### src/inc/tmr_cfg.svh
/*
 * register offsets, field positions, reset values and timing counts of the
 * timer control and prescaler block; assumes nothing of its surroundings.
 */
`ifndef TMR_CFG_SVH
`define TMR_CFG_SVH
// word indices of the register words
`define TMR_OFF_CTRL_A 4'h0
`define TMR_OFF_CTRL_B 4'h1
`define TMR_OFF_COUNT 4'h2
`define TMR_OFF_CMP_A 4'h3
`define TMR_OFF_CMP_B 4'h4
`define TMR_OFF_MASK 4'h5
`define TMR_OFF_FLAGS 4'h6
`define TMR_OFF_SYNC 4'h7
// word index shift: byte address is four times the index
`define TMR_ADDR_SHIFT 2
// control register b fields
`define TMR_CB_FORCE_B 6
`define TMR_CB_WGM_HI 3
`define TMR_CB_CS_LSB 0
// control register a fields
`define TMR_CA_COMB_LSB 4
`define TMR_CA_COMA_LSB 6
`define TMR_CA_WGM_LSB 0
// mask and flag fields
`define TMR_IRQ_CMP_B 3
`define TMR_IRQ_CMP_A 2
`define TMR_IRQ_OVF 1
// sync register fields
`define TMR_SYNC_HOLD 7
`define TMR_SYNC_PSR 0
// valid bit masks
`define TMR_MASK_CTRL_A 8'hF3
`define TMR_MASK_CTRL_B 8'h0F
`define TMR_MASK_IRQ 8'h0E
`define TMR_MASK_SYNC 8'h81
// reset value and counter limits
`define TMR_RST_BYTE 8'h00
`define TMR_VAL_MAX 8'hFF
`define TMR_VAL_BOTTOM 8'h00
// prescaler width and taps (divisor 8, 64, 256, 1024 as low-bit masks)
`define TMR_PRE_W 10
`define TMR_TAP_8 10'h007
`define TMR_TAP_64 10'h03F
`define TMR_TAP_256 10'h0FF
`define TMR_TAP_1024 10'h3FF
`endif

### src/inc/tmr_pkg.sv
/*
 * types of the timer control and prescaler block; assumes tmr_cfg.svh.
 */
package tmr_pkg;
	typedef enum logic [2:0] {
		TMR_CS_STOP = 3'h0,
		TMR_CS_DIV1 = 3'h1,
		TMR_CS_DIV8 = 3'h2,
		TMR_CS_DIV64 = 3'h3,
		TMR_CS_DIV256 = 3'h4,
		TMR_CS_DIV1024 = 3'h5,
		TMR_CS_EXT_FALL = 3'h6,
		TMR_CS_EXT_RISE = 3'h7
	} tmr_clk_sel_t;
	// bus slave phase, one-hot
	typedef enum logic [1:0] {
		TMR_BUS_IDLE = 2'h1,
		TMR_BUS_DONE = 2'h2
	} tmr_bus_t;
endpackage : tmr_pkg

### src/hw/tmr_core.sv
/*
 * 8-bit timer/counter core: clock select, free prescaler, count pin,
 * counter, two compare channels, irq mask and flags, prescaler sync hold.
 * assumes an Avalon-MM master on the system clock and an external vector
 * acknowledge pulse for flag clearing.
 */
// The register addresses and the Avalon-MM slave port are this design's own decisions.
//
// Overview of operation
// - force strobe b acts only in non-pwm modes, applying output b mode.
// - force strobe raises no flag and never clears the counter.
// - force strobe bit always reads as zero.
// - reserved bits of control b, mask and flags read as zero.
// - clock select picks stop, div 1, 8, 64, 256, 1024, pin fall, pin rise.
// - pin modes count transitions even when the pin is an output.
// - counter readable and writable; a write blocks next tick's match.
// - both compare registers compared continuously with the counter.
// - interrupt request when enable, flag and global enable all set.
// - compare flags set on match, cleared by vector or written one.
// - overflow flag set at mode point, cleared by vector or written one.
// - prescaler runs freely, so first prescaled tick comes 1 to N clocks later.
// - pin sampled each clock, edge detected, one tick per chosen edge.
// - pin edge reaches the counter within 2 to 3 clocks.
// - pin clock feeds the counter directly, never the prescaler.
// - sync hold keeps prescaler clear set; leaving it clears the bit.
// - writing prescaler clear resets prescaler; bit self-clears unless hold.
// - overflow at max in normal, ctc, fast and modes 4, 6; bottom in phase; top in mode 7.
`timescale 1ns/100ps
`default_nettype none
`include "tmr_cfg.svh"
module tmr_core
	import tmr_pkg::*;
#(
	parameter int ADDR_W = 6
) (
	input wire logic I_CLOCK,
	input wire logic I_NRST,
	input wire logic [ADDR_W-1:0] I_ADDRESS,
	input wire logic I_READ,
	input wire logic I_WRITE,
	input wire logic [31:0] I_WRITEDATA,
	input wire logic [3:0] I_BYTEENABLE,
	output logic [31:0] O_READDATA,
	output logic O_WAITREQUEST,
	output logic [1:0] O_RESPONSE,
	input wire logic I_EXT_COUNT_PIN,
	input wire logic I_GLOBAL_IRQ_EN,
	input wire logic [2:0] I_VECTOR_ACK,
	output logic [2:0] O_IRQ,
	output logic O_WAVE_OUT_A,
	output logic O_WAVE_OUT_B
);
	if (ADDR_W < 6) begin : g_addr_chk
		$error("tmr_core: ADDR_W must be at least 6");
	end
	// ************************************************************
	// bus slave
	// ************************************************************
	logic [7:0] ctrl_a_q;
	logic [3:0] ctrl_b_q;
	logic [7:0] count_q;
	logic [7:0] cmp_a_q;
	logic [7:0] cmp_b_q;
	logic [2:0] mask_q;
	logic [2:0] flags_q;
	logic hold_q;
	logic psr_q;
	tmr_bus_t bus_q;
	logic [3:0] idx;
	logic acc_ok;
	logic wr_go;
	logic lane0;
	logic [7:0] wbyte;
	logic [7:0] rbyte;
	logic hit;
	assign idx = I_ADDRESS[`TMR_ADDR_SHIFT+3:`TMR_ADDR_SHIFT];
	assign lane0 = I_BYTEENABLE[0];
	assign wbyte = I_WRITEDATA[7:0];
	assign acc_ok = (bus_q == TMR_BUS_IDLE) && (I_READ || I_WRITE);
	assign wr_go = (bus_q == TMR_BUS_DONE) && I_WRITE && lane0; // commits as the wait ends
	// register read mux, reserved bits forced low
	always_comb begin
		rbyte = `TMR_RST_BYTE;
		hit = 1'b1;
		if (idx == `TMR_OFF_CTRL_A) begin
			rbyte = ctrl_a_q & `TMR_MASK_CTRL_A;
		end else if (idx == `TMR_OFF_CTRL_B) begin
			rbyte = {4'h0, ctrl_b_q};
		end else if (idx == `TMR_OFF_COUNT) begin
			rbyte = count_q;
		end else if (idx == `TMR_OFF_CMP_A) begin
			rbyte = cmp_a_q;
		end else if (idx == `TMR_OFF_CMP_B) begin
			rbyte = cmp_b_q;
		end else if (idx == `TMR_OFF_MASK) begin
			rbyte = {4'h0, mask_q, 1'b0};
		end else if (idx == `TMR_OFF_FLAGS) begin
			rbyte = {4'h0, flags_q, 1'b0};
		end else if (idx == `TMR_OFF_SYNC) begin
			rbyte = {hold_q, 6'h00, psr_q};
		end else begin
			hit = 1'b0;
		end
	end
	// one wait cycle, answer on the second edge
	always_ff @(posedge I_CLOCK) begin
		if (!I_NRST) begin
			bus_q <= TMR_BUS_IDLE;
			O_WAITREQUEST <= 1'b1;
			O_READDATA <= 32'h00000000;
			O_RESPONSE <= 2'h0;
		end else begin
			case (bus_q)
				TMR_BUS_IDLE: begin
					if (I_READ || I_WRITE) begin
						bus_q <= TMR_BUS_DONE;
						O_WAITREQUEST <= 1'b0;
						O_READDATA <= {24'h000000, I_READ ? rbyte : 8'h00};
						O_RESPONSE <= hit ? 2'h0 : 2'h3;
					end
				end
				TMR_BUS_DONE: begin
					bus_q <= TMR_BUS_IDLE;
					O_WAITREQUEST <= 1'b1;
				end
				default: begin
					bus_q <= TMR_BUS_IDLE;
					O_WAITREQUEST <= 1'b1;
				end
			endcase
		end
	end
	// plain control registers
	always_ff @(posedge I_CLOCK) begin
		if (!I_NRST) begin
			ctrl_a_q <= `TMR_RST_BYTE;
			ctrl_b_q <= 4'h0;
			cmp_a_q <= `TMR_RST_BYTE;
			cmp_b_q <= `TMR_RST_BYTE;
			mask_q <= 3'h0;
		end else if (wr_go) begin
			if (idx == `TMR_OFF_CTRL_A) begin
				ctrl_a_q <= wbyte & `TMR_MASK_CTRL_A;
			end else if (idx == `TMR_OFF_CTRL_B) begin
				ctrl_b_q <= wbyte[3:0];
			end else if (idx == `TMR_OFF_CMP_A) begin
				cmp_a_q <= wbyte;
			end else if (idx == `TMR_OFF_CMP_B) begin
				cmp_b_q <= wbyte;
			end else if (idx == `TMR_OFF_MASK) begin
				mask_q <= wbyte[3:1];
			end
		end
	end
	// ************************************************************
	// mode decode
	// ************************************************************
	logic [2:0] wave_mode_bits;
	logic pwm_mode;
	logic phase_mode;
	logic ctc_mode;
	logic top_is_a;
	logic [7:0] top_val;
	tmr_clk_sel_t cs;
	assign wave_mode_bits = {ctrl_b_q[`TMR_CB_WGM_HI], ctrl_a_q[`TMR_CA_WGM_LSB+1:`TMR_CA_WGM_LSB]};
	assign pwm_mode = wave_mode_bits[0];
	assign phase_mode = (wave_mode_bits == 3'h1) || (wave_mode_bits == 3'h5);
	assign ctc_mode = (wave_mode_bits == 3'h2);
	assign top_is_a = ctc_mode || (wave_mode_bits == 3'h5) || (wave_mode_bits == 3'h7);
	assign top_val = top_is_a ? cmp_a_q : `TMR_VAL_MAX;
	assign cs = tmr_clk_sel_t'(ctrl_b_q[`TMR_CB_CS_LSB+2:`TMR_CB_CS_LSB]);
	// ************************************************************
	// prescaler and clock select
	// ************************************************************
	logic [`TMR_PRE_W-1:0] pre_q;
	logic pin_edge;
	logic tick;
	// free running divider, held clear only by the reset bit
	always_ff @(posedge I_CLOCK) begin
		if (!I_NRST) begin
			pre_q <= '0;
		end else if (psr_q) begin
			pre_q <= '0;
		end else begin
			pre_q <= pre_q + 1'b1;
		end
	end
	// sync hold and prescaler clear bits
	always_ff @(posedge I_CLOCK) begin
		if (!I_NRST) begin
			hold_q <= 1'b0;
			psr_q <= 1'b0;
		end else if (wr_go && idx == `TMR_OFF_SYNC) begin
			hold_q <= wbyte[`TMR_SYNC_HOLD];
			psr_q <= wbyte[`TMR_SYNC_PSR] | (hold_q & psr_q & wbyte[`TMR_SYNC_HOLD]);
		end else if (!hold_q) begin
			psr_q <= 1'b0;
		end
	end
	tmr_pin_sync u_pin (
		.i_clk(I_CLOCK),
		.i_nrst(I_NRST),
		.i_pin(I_EXT_COUNT_PIN),
		.i_fall_sel(cs == TMR_CS_EXT_FALL),
		.o_edge(pin_edge)
	);
	function automatic logic tap_hit(input logic [`TMR_PRE_W-1:0] cnt,
		input logic [`TMR_PRE_W-1:0] tap);
		tap_hit = ((cnt & tap) == tap);
	endfunction : tap_hit
	// timer tick from the selected source
	always_comb begin
		case (cs)
			TMR_CS_STOP: tick = 1'b0;
			TMR_CS_DIV1: tick = 1'b1;
			TMR_CS_DIV8: tick = tap_hit(pre_q, `TMR_TAP_8);
			TMR_CS_DIV64: tick = tap_hit(pre_q, `TMR_TAP_64);
			TMR_CS_DIV256: tick = tap_hit(pre_q, `TMR_TAP_256);
			TMR_CS_DIV1024: tick = tap_hit(pre_q, `TMR_TAP_1024);
			default: tick = pin_edge;
		endcase
	end
	// ************************************************************
	// counter and compare
	// ************************************************************
	logic down_q;
	logic block_q;
	logic cnt_wr;
	logic match_a;
	logic match_b;
	logic ovf_ev;
	logic force_b;
	assign cnt_wr = wr_go && (idx == `TMR_OFF_COUNT);
	assign force_b = wr_go && (idx == `TMR_OFF_CTRL_B) && wbyte[`TMR_CB_FORCE_B] && !pwm_mode;
	assign match_a = tick && !block_q && (count_q == cmp_a_q);
	assign match_b = tick && !block_q && (count_q == cmp_b_q);
	// overflow point per waveform mode
	always_comb begin
		ovf_ev = 1'b0;
		if (tick) begin
			if (phase_mode) begin
				ovf_ev = (count_q == `TMR_VAL_BOTTOM) && down_q;
			end else if (wave_mode_bits == 3'h7) begin
				ovf_ev = (count_q == top_val);
			end else begin
				ovf_ev = (count_q == `TMR_VAL_MAX);
			end
		end
	end
	// counter with direction for phase correct modes
	always_ff @(posedge I_CLOCK) begin
		if (!I_NRST) begin
			count_q <= `TMR_RST_BYTE;
			down_q <= 1'b0;
		end else if (cnt_wr) begin
			count_q <= wbyte;
		end else if (tick) begin
			if (phase_mode) begin
				if (!down_q && count_q >= top_val) begin
					down_q <= 1'b1;
					count_q <= count_q - 1'b1;
				end else if (down_q && count_q == `TMR_VAL_BOTTOM) begin
					down_q <= 1'b0;
					count_q <= count_q + 1'b1;
				end else begin
					count_q <= down_q ? count_q - 1'b1 : count_q + 1'b1;
				end
			end else if (top_is_a && count_q == top_val) begin
				count_q <= `TMR_VAL_BOTTOM;
			end else begin
				count_q <= count_q + 1'b1;
			end
		end
	end
	// write to counter blocks the match on the next tick
	always_ff @(posedge I_CLOCK) begin
		if (!I_NRST) begin
			block_q <= 1'b0;
		end else if (cnt_wr) begin
			block_q <= 1'b1;
		end else if (tick) begin
			block_q <= 1'b0;
		end
	end
	// ************************************************************
	// flags and interrupt requests
	// ************************************************************
	logic [2:0] set_ev;
	logic [2:0] clr_ev;
	assign set_ev = {match_b, match_a, ovf_ev};
	assign clr_ev = I_VECTOR_ACK | ((wr_go && idx == `TMR_OFF_FLAGS) ? wbyte[3:1] : 3'h0);
	// set wins over any clear in the same cycle
	always_ff @(posedge I_CLOCK) begin
		if (!I_NRST) begin
			flags_q <= 3'h0;
		end else begin
			flags_q <= (flags_q & ~clr_ev) | set_ev;
		end
	end
	always_ff @(posedge I_CLOCK) begin
		if (!I_NRST) begin
			O_IRQ <= 3'h0;
		end else begin
			O_IRQ <= flags_q & mask_q & {3{I_GLOBAL_IRQ_EN}};
		end
	end
	// ************************************************************
	// waveform outputs
	// ************************************************************
	function automatic logic wave_next(input logic cur, input logic [1:0] mode,
		input logic hit, input logic at_top, input logic pwm, input logic phase,
		input logic dn);
		wave_next = cur;
		if (hit) begin
			case (mode)
				2'h1: wave_next = pwm ? cur : ~cur;
				2'h2: wave_next = phase ? dn : 1'b0;
				2'h3: wave_next = phase ? ~dn : 1'b1;
				default: wave_next = cur;
			endcase
		end else if (at_top && pwm && !phase && mode[1]) begin
			wave_next = ~mode[0];
		end
	endfunction : wave_next
	logic at_top;
	assign at_top = tick && !phase_mode && (count_q == top_val);
	always_ff @(posedge I_CLOCK) begin
		if (!I_NRST) begin
			O_WAVE_OUT_A <= 1'b0;
			O_WAVE_OUT_B <= 1'b0;
		end else begin
			O_WAVE_OUT_A <= wave_next(O_WAVE_OUT_A, ctrl_a_q[`TMR_CA_COMA_LSB+1:`TMR_CA_COMA_LSB],
				match_a, at_top, pwm_mode, phase_mode, down_q);
			O_WAVE_OUT_B <= wave_next(O_WAVE_OUT_B, ctrl_a_q[`TMR_CA_COMB_LSB+1:`TMR_CA_COMB_LSB],
				match_b || force_b, at_top, pwm_mode, phase_mode, down_q);
		end
	end
endmodule : tmr_core
`default_nettype wire

### src/hw/tmr_pin_sync.sv
/*
 * count pin synchroniser and edge detector; assumes the pin is sampled on
 * the rising clock edge and may toggle at any time.
 */
`timescale 1ns/100ps
`default_nettype none
module tmr_pin_sync (
	input wire logic i_clk,
	input wire logic i_nrst,
	input wire logic i_pin,
	input wire logic i_fall_sel,
	output logic o_edge
);
	logic meta_q;
	logic sync_q;
	logic last_q;
	// two-stage synchroniser, first stage feeds only the second
	always_ff @(posedge i_clk) begin
		if (!i_nrst) begin
			meta_q <= 1'b0;
			sync_q <= 1'b0;
		end else begin
			meta_q <= i_pin;
			sync_q <= meta_q;
		end
	end
	// edge detector history, reset to the idle pin level
	always_ff @(posedge i_clk) begin
		if (!i_nrst) begin
			last_q <= 1'b0;
		end else begin
			last_q <= sync_q;
		end
	end
	// one pulse per selected edge, unregistered so the counter moves two clocks after the first sample
	assign o_edge = i_fall_sel ? (last_q & ~sync_q) : (~last_q & sync_q);
endmodule : tmr_pin_sync
`default_nettype wire

### config.mk
export PLATFORM = sky130hd
export DESIGN_NAME = tmr_core
export DESIGN_NICKNAME = d
export VERILOG_FILES = /design/src/inc/tmr_pkg.sv /design/src/hw/tmr_core.sv /design/src/hw/tmr_pin_sync.sv
export VERILOG_INCLUDE_DIRS = /design/src /design/src/inc
export SDC_FILE = /design/constraint.sdc
export NUM_CORES = 1
export LEC_CHECK = 0
export BUFFER_PORTS_ARGS = -buffer_cell sky130_fd_sc_hd__buf_2
export CAP_MARGIN = 10
export CELL_PAD_IN_SITES_DETAIL_PLACEMENT = 1
export CELL_PAD_IN_SITES_GLOBAL_PLACEMENT = 1
export CORE_MARGIN = 4
export CORE_UTILIZATION = 41
export CTS_CLUSTER_SIZE = 24
export DETAILED_ROUTE_END_ITERATION = 12
export PLACE_DENSITY = 0.89
export SLEW_MARGIN = 20
export SYNTH_ARGS = -nofsm -noshare
export SYNTH_HDL_FRONTEND = slang
export SYNTH_SLANG_ARGS = --single-unit
### constraint.sdc
create_clock -name I_CLOCK -period 4.2 [get_ports I_CLOCK]
set_input_delay 0.42 -clock I_CLOCK [delete_from_list [all_inputs] [get_ports I_CLOCK]]
set_output_delay 0.42 -clock I_CLOCK [all_outputs]
set_load 0.005 [all_outputs]
==> flow_results.xml <==
<?xml version="1.0" encoding="UTF-8"?>
<metrics>
  <group name="status">
    <metric name="run_status" unit="">complete, no violations</metric>
  </group>
  <group name="clock_tree">
    <metric name="clockRootBuffer" unit="">sky130_fd_sc_hd__clkbuf_8</metric>
    <metric name="cts_tree" unit="">yes</metric>
    <metric name="clockBufferDepth" unit="">2</metric>
    <metric name="clkSlewWorstSetupHoldPaths" unit="ns">0.08</metric>
    <metric name="cts_resized" unit="">0</metric>
    <metric name="clk_latency" unit="ns">0.37</metric>
    <metric name="post_cts_buffers" unit="">0</metric>
    <metric name="h-tree-depth" unit="">3</metric>
    <metric name="number_of_sinks_on_the_clock_net" unit="">73</metric>
    <metric name="numCtsBuffers" unit="">9</metric>
    <metric name="holdBufCountCts" unit="">0</metric>
  </group>
  <group name="sta">
    <metric name="max_slew.worst_pin.slew" unit="ns">1.13</metric>
    <metric name="final-max-slew-violation-count" unit="">0</metric>
    <metric name="setup_ws" unit="ns">0.582</metric>
    <metric name="fin_crit_sh" unit="%">86.1</metric>
    <metric name="final-setup-viol-count" unit="">0</metric>
    <metric name="post-route-min-period" unit="ns">3.62</metric>
    <metric name="timing.fmax" unit="MHz">276</metric>
    <metric name="rsz_0062_raised_after_global_routing" unit="">no</metric>
    <metric name="setup_total_negative_slack" unit="ns">0</metric>
    <metric name="maxSlewHeadroom" unit="%">24.3</metric>
    <metric name="timing.final.hold_violations" unit="">0</metric>
    <metric name="skew" unit="ns">0.00749</metric>
  </group>
  <group name="grt">
    <metric name="grt_start_max_net_pins" unit="">51</metric>
    <metric name="grt_antenna_before_repair" unit="">0</metric>
    <metric name="grt_usage" unit="%">22.0</metric>
    <metric name="gr-total-overflow" unit="">0</metric>
    <metric name="grt_pass1_vias" unit="">4364</metric>
    <metric name="first_pass_grt_wire_length" unit="mm">22.4</metric>
  </group>
  <group name="synth">
    <metric name="yosys_register_bits" unit="">73</metric>
    <metric name="syn_area_per_cell" unit="sq um">8.12</metric>
    <metric name="synth_top_cells_by_area" unit="">sky130_fd_sc_hd__dfxtp_1 33%, sky130_fd_sc_hd__nor2_1 7.6%, sky130_fd_sc_hd__mux2i_1 7.1%</metric>
    <metric name="synth_enable_flop_cells" unit="">0</metric>
    <metric name="synth.distinct_cells" unit="">65</metric>
    <metric name="synth.cell_area" unit="sq um">4490</metric>
    <metric name="postSynth.topFlopCell" unit="">sky130_fd_sc_hd__dfxtp_1</metric>
    <metric name="ys_async_sr_fraction" unit="%">0</metric>
    <metric name="largest_area_contributor_in_the_synthesized_netlist" unit="">sky130_fd_sc_hd__dfxtp_1</metric>
    <metric name="synth_most_common_cell" unit="">sky130_fd_sc_hd__nor2_1</metric>
    <metric name="synth_top_area_share" unit="%">32.6</metric>
    <metric name="seq_area_frac_synth" unit="%">32.6</metric>
    <metric name="syn_inst" unit="">553</metric>
    <metric name="netlist_top_cells_count" unit="">91 x sky130_fd_sc_hd__nor2_1, 73 x sky130_fd_sc_hd__dfxtp_1, 37 x sky130_fd_sc_hd__a21oi_1, 32 x sky130_fd_sc_hd__mux2i_1, 29 x sky130_fd_sc_hd__nand2_1</metric>
    <metric name="ys.warnings.count" unit="">0</metric>
  </group>
  <group name="routing">
    <metric name="starting_drc_count_in_detailed_routing" unit="">261</metric>
    <metric name="avgRoutedWirePerCell" unit="microns">19.4</metric>
    <metric name="routed_via_density" unit="">5.80</metric>
    <metric name="antenna_left" unit="">0</metric>
    <metric name="drt_drc_violations_left" unit="">0</metric>
    <metric name="drt_first_pass_iters" unit="">4</metric>
    <metric name="route.vias.total" unit="">4129</metric>
    <metric name="wirelength" unit="mm">13.8</metric>
  </group>
  <group name="floorplan">
    <metric name="core_region_area" unit="sq um">10500</metric>
    <metric name="floorplan_die_width" unit="microns">113</metric>
    <metric name="io_pins" unit="">91</metric>
    <metric name="initial_core_util" unit="%">42.7</metric>
    <metric name="std_cell_rows" unit="">37</metric>
    <metric name="die_height" unit="microns">113</metric>
    <metric name="die-area" unit="sq um">12700</metric>
  </group>
  <group name="setup_path">
    <metric name="timing.critical_path.slowest_stage_cell" unit="">sky130_fd_sc_hd__a211oi_2</metric>
    <metric name="critPathArrivalTime" unit="ns">3.87</metric>
    <metric name="timing.setup.critical_path_class" unit="">flop to flop</metric>
    <metric name="critical_path.endpoint_type" unit="">flop</metric>
    <metric name="worst_ep_required_time" unit="ns">4.46</metric>
    <metric name="cp_startpoint_kind" unit="">flop</metric>
    <metric name="worstSetupPathDepth" unit="">11</metric>
    <metric name="worst-path-max-fanout" unit="">11</metric>
    <metric name="critical-path-max-stage-delay" unit="ns">0.73</metric>
    <metric name="critical_path.top_delay_family" unit="">compound AO/OA/AOI/OAI gates</metric>
    <metric name="path_buf_inv" unit="">1</metric>
    <metric name="timing.critical_path.cells" unit="">inv_1, nor3_1, a21oi_1, nor2_1, ha_1, o2111ai_1, and4b_1, a211oi_2, mux2i_1, xnor2_1, a221o_1</metric>
    <metric name="ff2ff_path_depth" unit="">11</metric>
  </group>
  <group name="placement">
    <metric name="io_buffer_count" unit="">37</metric>
    <metric name="place_worst_setup_slack" unit="ns">0.679</metric>
    <metric name="place.gp.congestion" unit="">0.905</metric>
    <metric name="place.detailed.instances" unit="">696</metric>
    <metric name="dp.final_hpwl" unit="mm">10.1</metric>
  </group>
  <group name="finish">
    <metric name="nets" unit="">640</metric>
    <metric name="final_core_occ" unit="%">46.3</metric>
    <metric name="antenna_diodes" unit="">0</metric>
    <metric name="layout.cells.non_filler" unit="">712</metric>
    <metric name="layout-drive-gt1-share" unit="%">12.7</metric>
    <metric name="final.fill_count" unit="">1308</metric>
    <metric name="areaGrowthSynthToFinish" unit="%">8.50</metric>
  </group>
  <group name="power">
    <metric name="power_density" unit="nW/um^2">297</metric>
    <metric name="proportion_of_power_drawn_by_combinational_gates" unit="%">6.7</metric>
    <metric name="share_clk_of_total_power" unit="%">44.6</metric>
    <metric name="intPower" unit="uW">1080</metric>
    <metric name="power.ir.vdd_worst" unit="mV">0.166</metric>
    <metric name="p_leak" unit="uW">0.00208</metric>
    <metric name="fin_total_pwr" unit="uW">1450</metric>
    <metric name="seq_power_share" unit="%">48.7</metric>
    <metric name="p_switching" unit="uW">367</metric>
    <metric name="power.share.switching" unit="%">25.3</metric>
  </group>
  <group name="min_path">
    <metric name="min_path_cells" unit="">2</metric>
    <metric name="hp-class" unit="">input port to flop</metric>
  </group>
  <group name="run">
    <metric name="cap_viol_max_count" unit="">0</metric>
  </group>
</metrics>
area by class of cell:
type                            instances  area, sq um  area share [%]
Clock buffer                           10          138            2.83
Tap cell                              136          170            3.49
Clock inverter                          6         90.1            1.85
Timing Repair Buffer                   42          223            4.57
Multi-Input combinational cell        423         2710            55.5
Inverter                               22         82.6            1.70
Sequential cell                        73         1460            30.0
cells in the final DEF (no fill, tap or decap), drive strengths merged, types with 3 or more instances in the layout:
cell type,count
nor2,91
mux2,4
o21ai,10
xor2,10
nand4,8
inv,23
or3,7
or2,3
o31ai,6
o211ai,4
conb,24
a21oi,37
mux2i,32
nand2b,8
a221o,3
xnor2,18
buf,42
nor2b,7
clkbuf,10
nor3b,5
nor4,3
nand3,16
nand2,29
dfxtp,73
ha,18
a22oi,10
and3,13
a211oi,4
a311oi,3
nor3,9
and2,6
state kept, by name, indices dropped and copies added, names as in the netlist, 4 cells and up:
name        count
ctrl_b_q        4
O_READDATA      8
pre_q          10
cmp_b_q         8
count_q         8
ctrl_a_q        6
cmp_a_q         8
routing by layer:
layer / part of all wire [%] / wire length (microns) / up-vias / global-route usage [%]
met5: 0 / 0 / - / 0
met4: 2.5 / 352 / 0 / 9.05
met3: 4.4 / 605 / 30 / 3.67
met2: 50 / 6890 / 116 / 37.4
met1: 43 / 5970 / 2063 / 27.6
li1: - / - / 1920 / -
logic make-up after synthesis:
family | after synthesis | share of synthesized area (%)
AO/OA/AOI/OAI | 100 | 15.6
XOR/XNOR | 28 | 5.46
adder cells (fa/ha/maj) | 18 | 5.02
buffers and inverters | 80 | 9.23
flip-flops | 73 | 32.6
multiplexers | 36 | 8.14
other | 1 | 0.0836
AND/OR/NAND/NOR | 217 | 23.9
worst register-to-register path: cells and delay by family, from the launching register on:
family / cells / cell delay (ns)
and+or+nand+nor: 3 / 0.41
xor gates and xnor gates: 1 / 0.10
muxes: 1 / 0.32
adders and majority gates: 1 / 0.37
DFF: 1 / 0.40
AOI/OAI and AO/OA: 4 / 1.76
buffers and inverters: 1 / 0.17
through the flow:
stage	hold slack, ns	instance area [sq um]
5_1_grt	0.276	4870
2_1_floorplan	0.412	4570
3_5_place_dp	0.443	4640
4_1_cts	0.265	4860
6_report	0.274	4870
3_3_place_gp	0.426	4640
final timing paths:
path	from	end	slack, ns
min reg2reg	u_pin.meta_q	u_pin.sync_q	0.44
max	ctrl_a_q[1]	count_q[5]	0.58
min	I_EXT_COUNT_PIN	u_pin.meta_q	0.27
max reg2reg	ctrl_a_q[1]	count_q[5]	0.58
power groups by stage:
stage                     registers, uW  logic, uW  clock network, uW
after floorplan                     720       74.5                  0
after global placement              720       88.8                  0
after detailed placement            721       92.6                  0
after CTS                           705       94.7                653
after global routing                706        107                688
final                               705       97.4                646
Power figures use the tool's default switching activity.
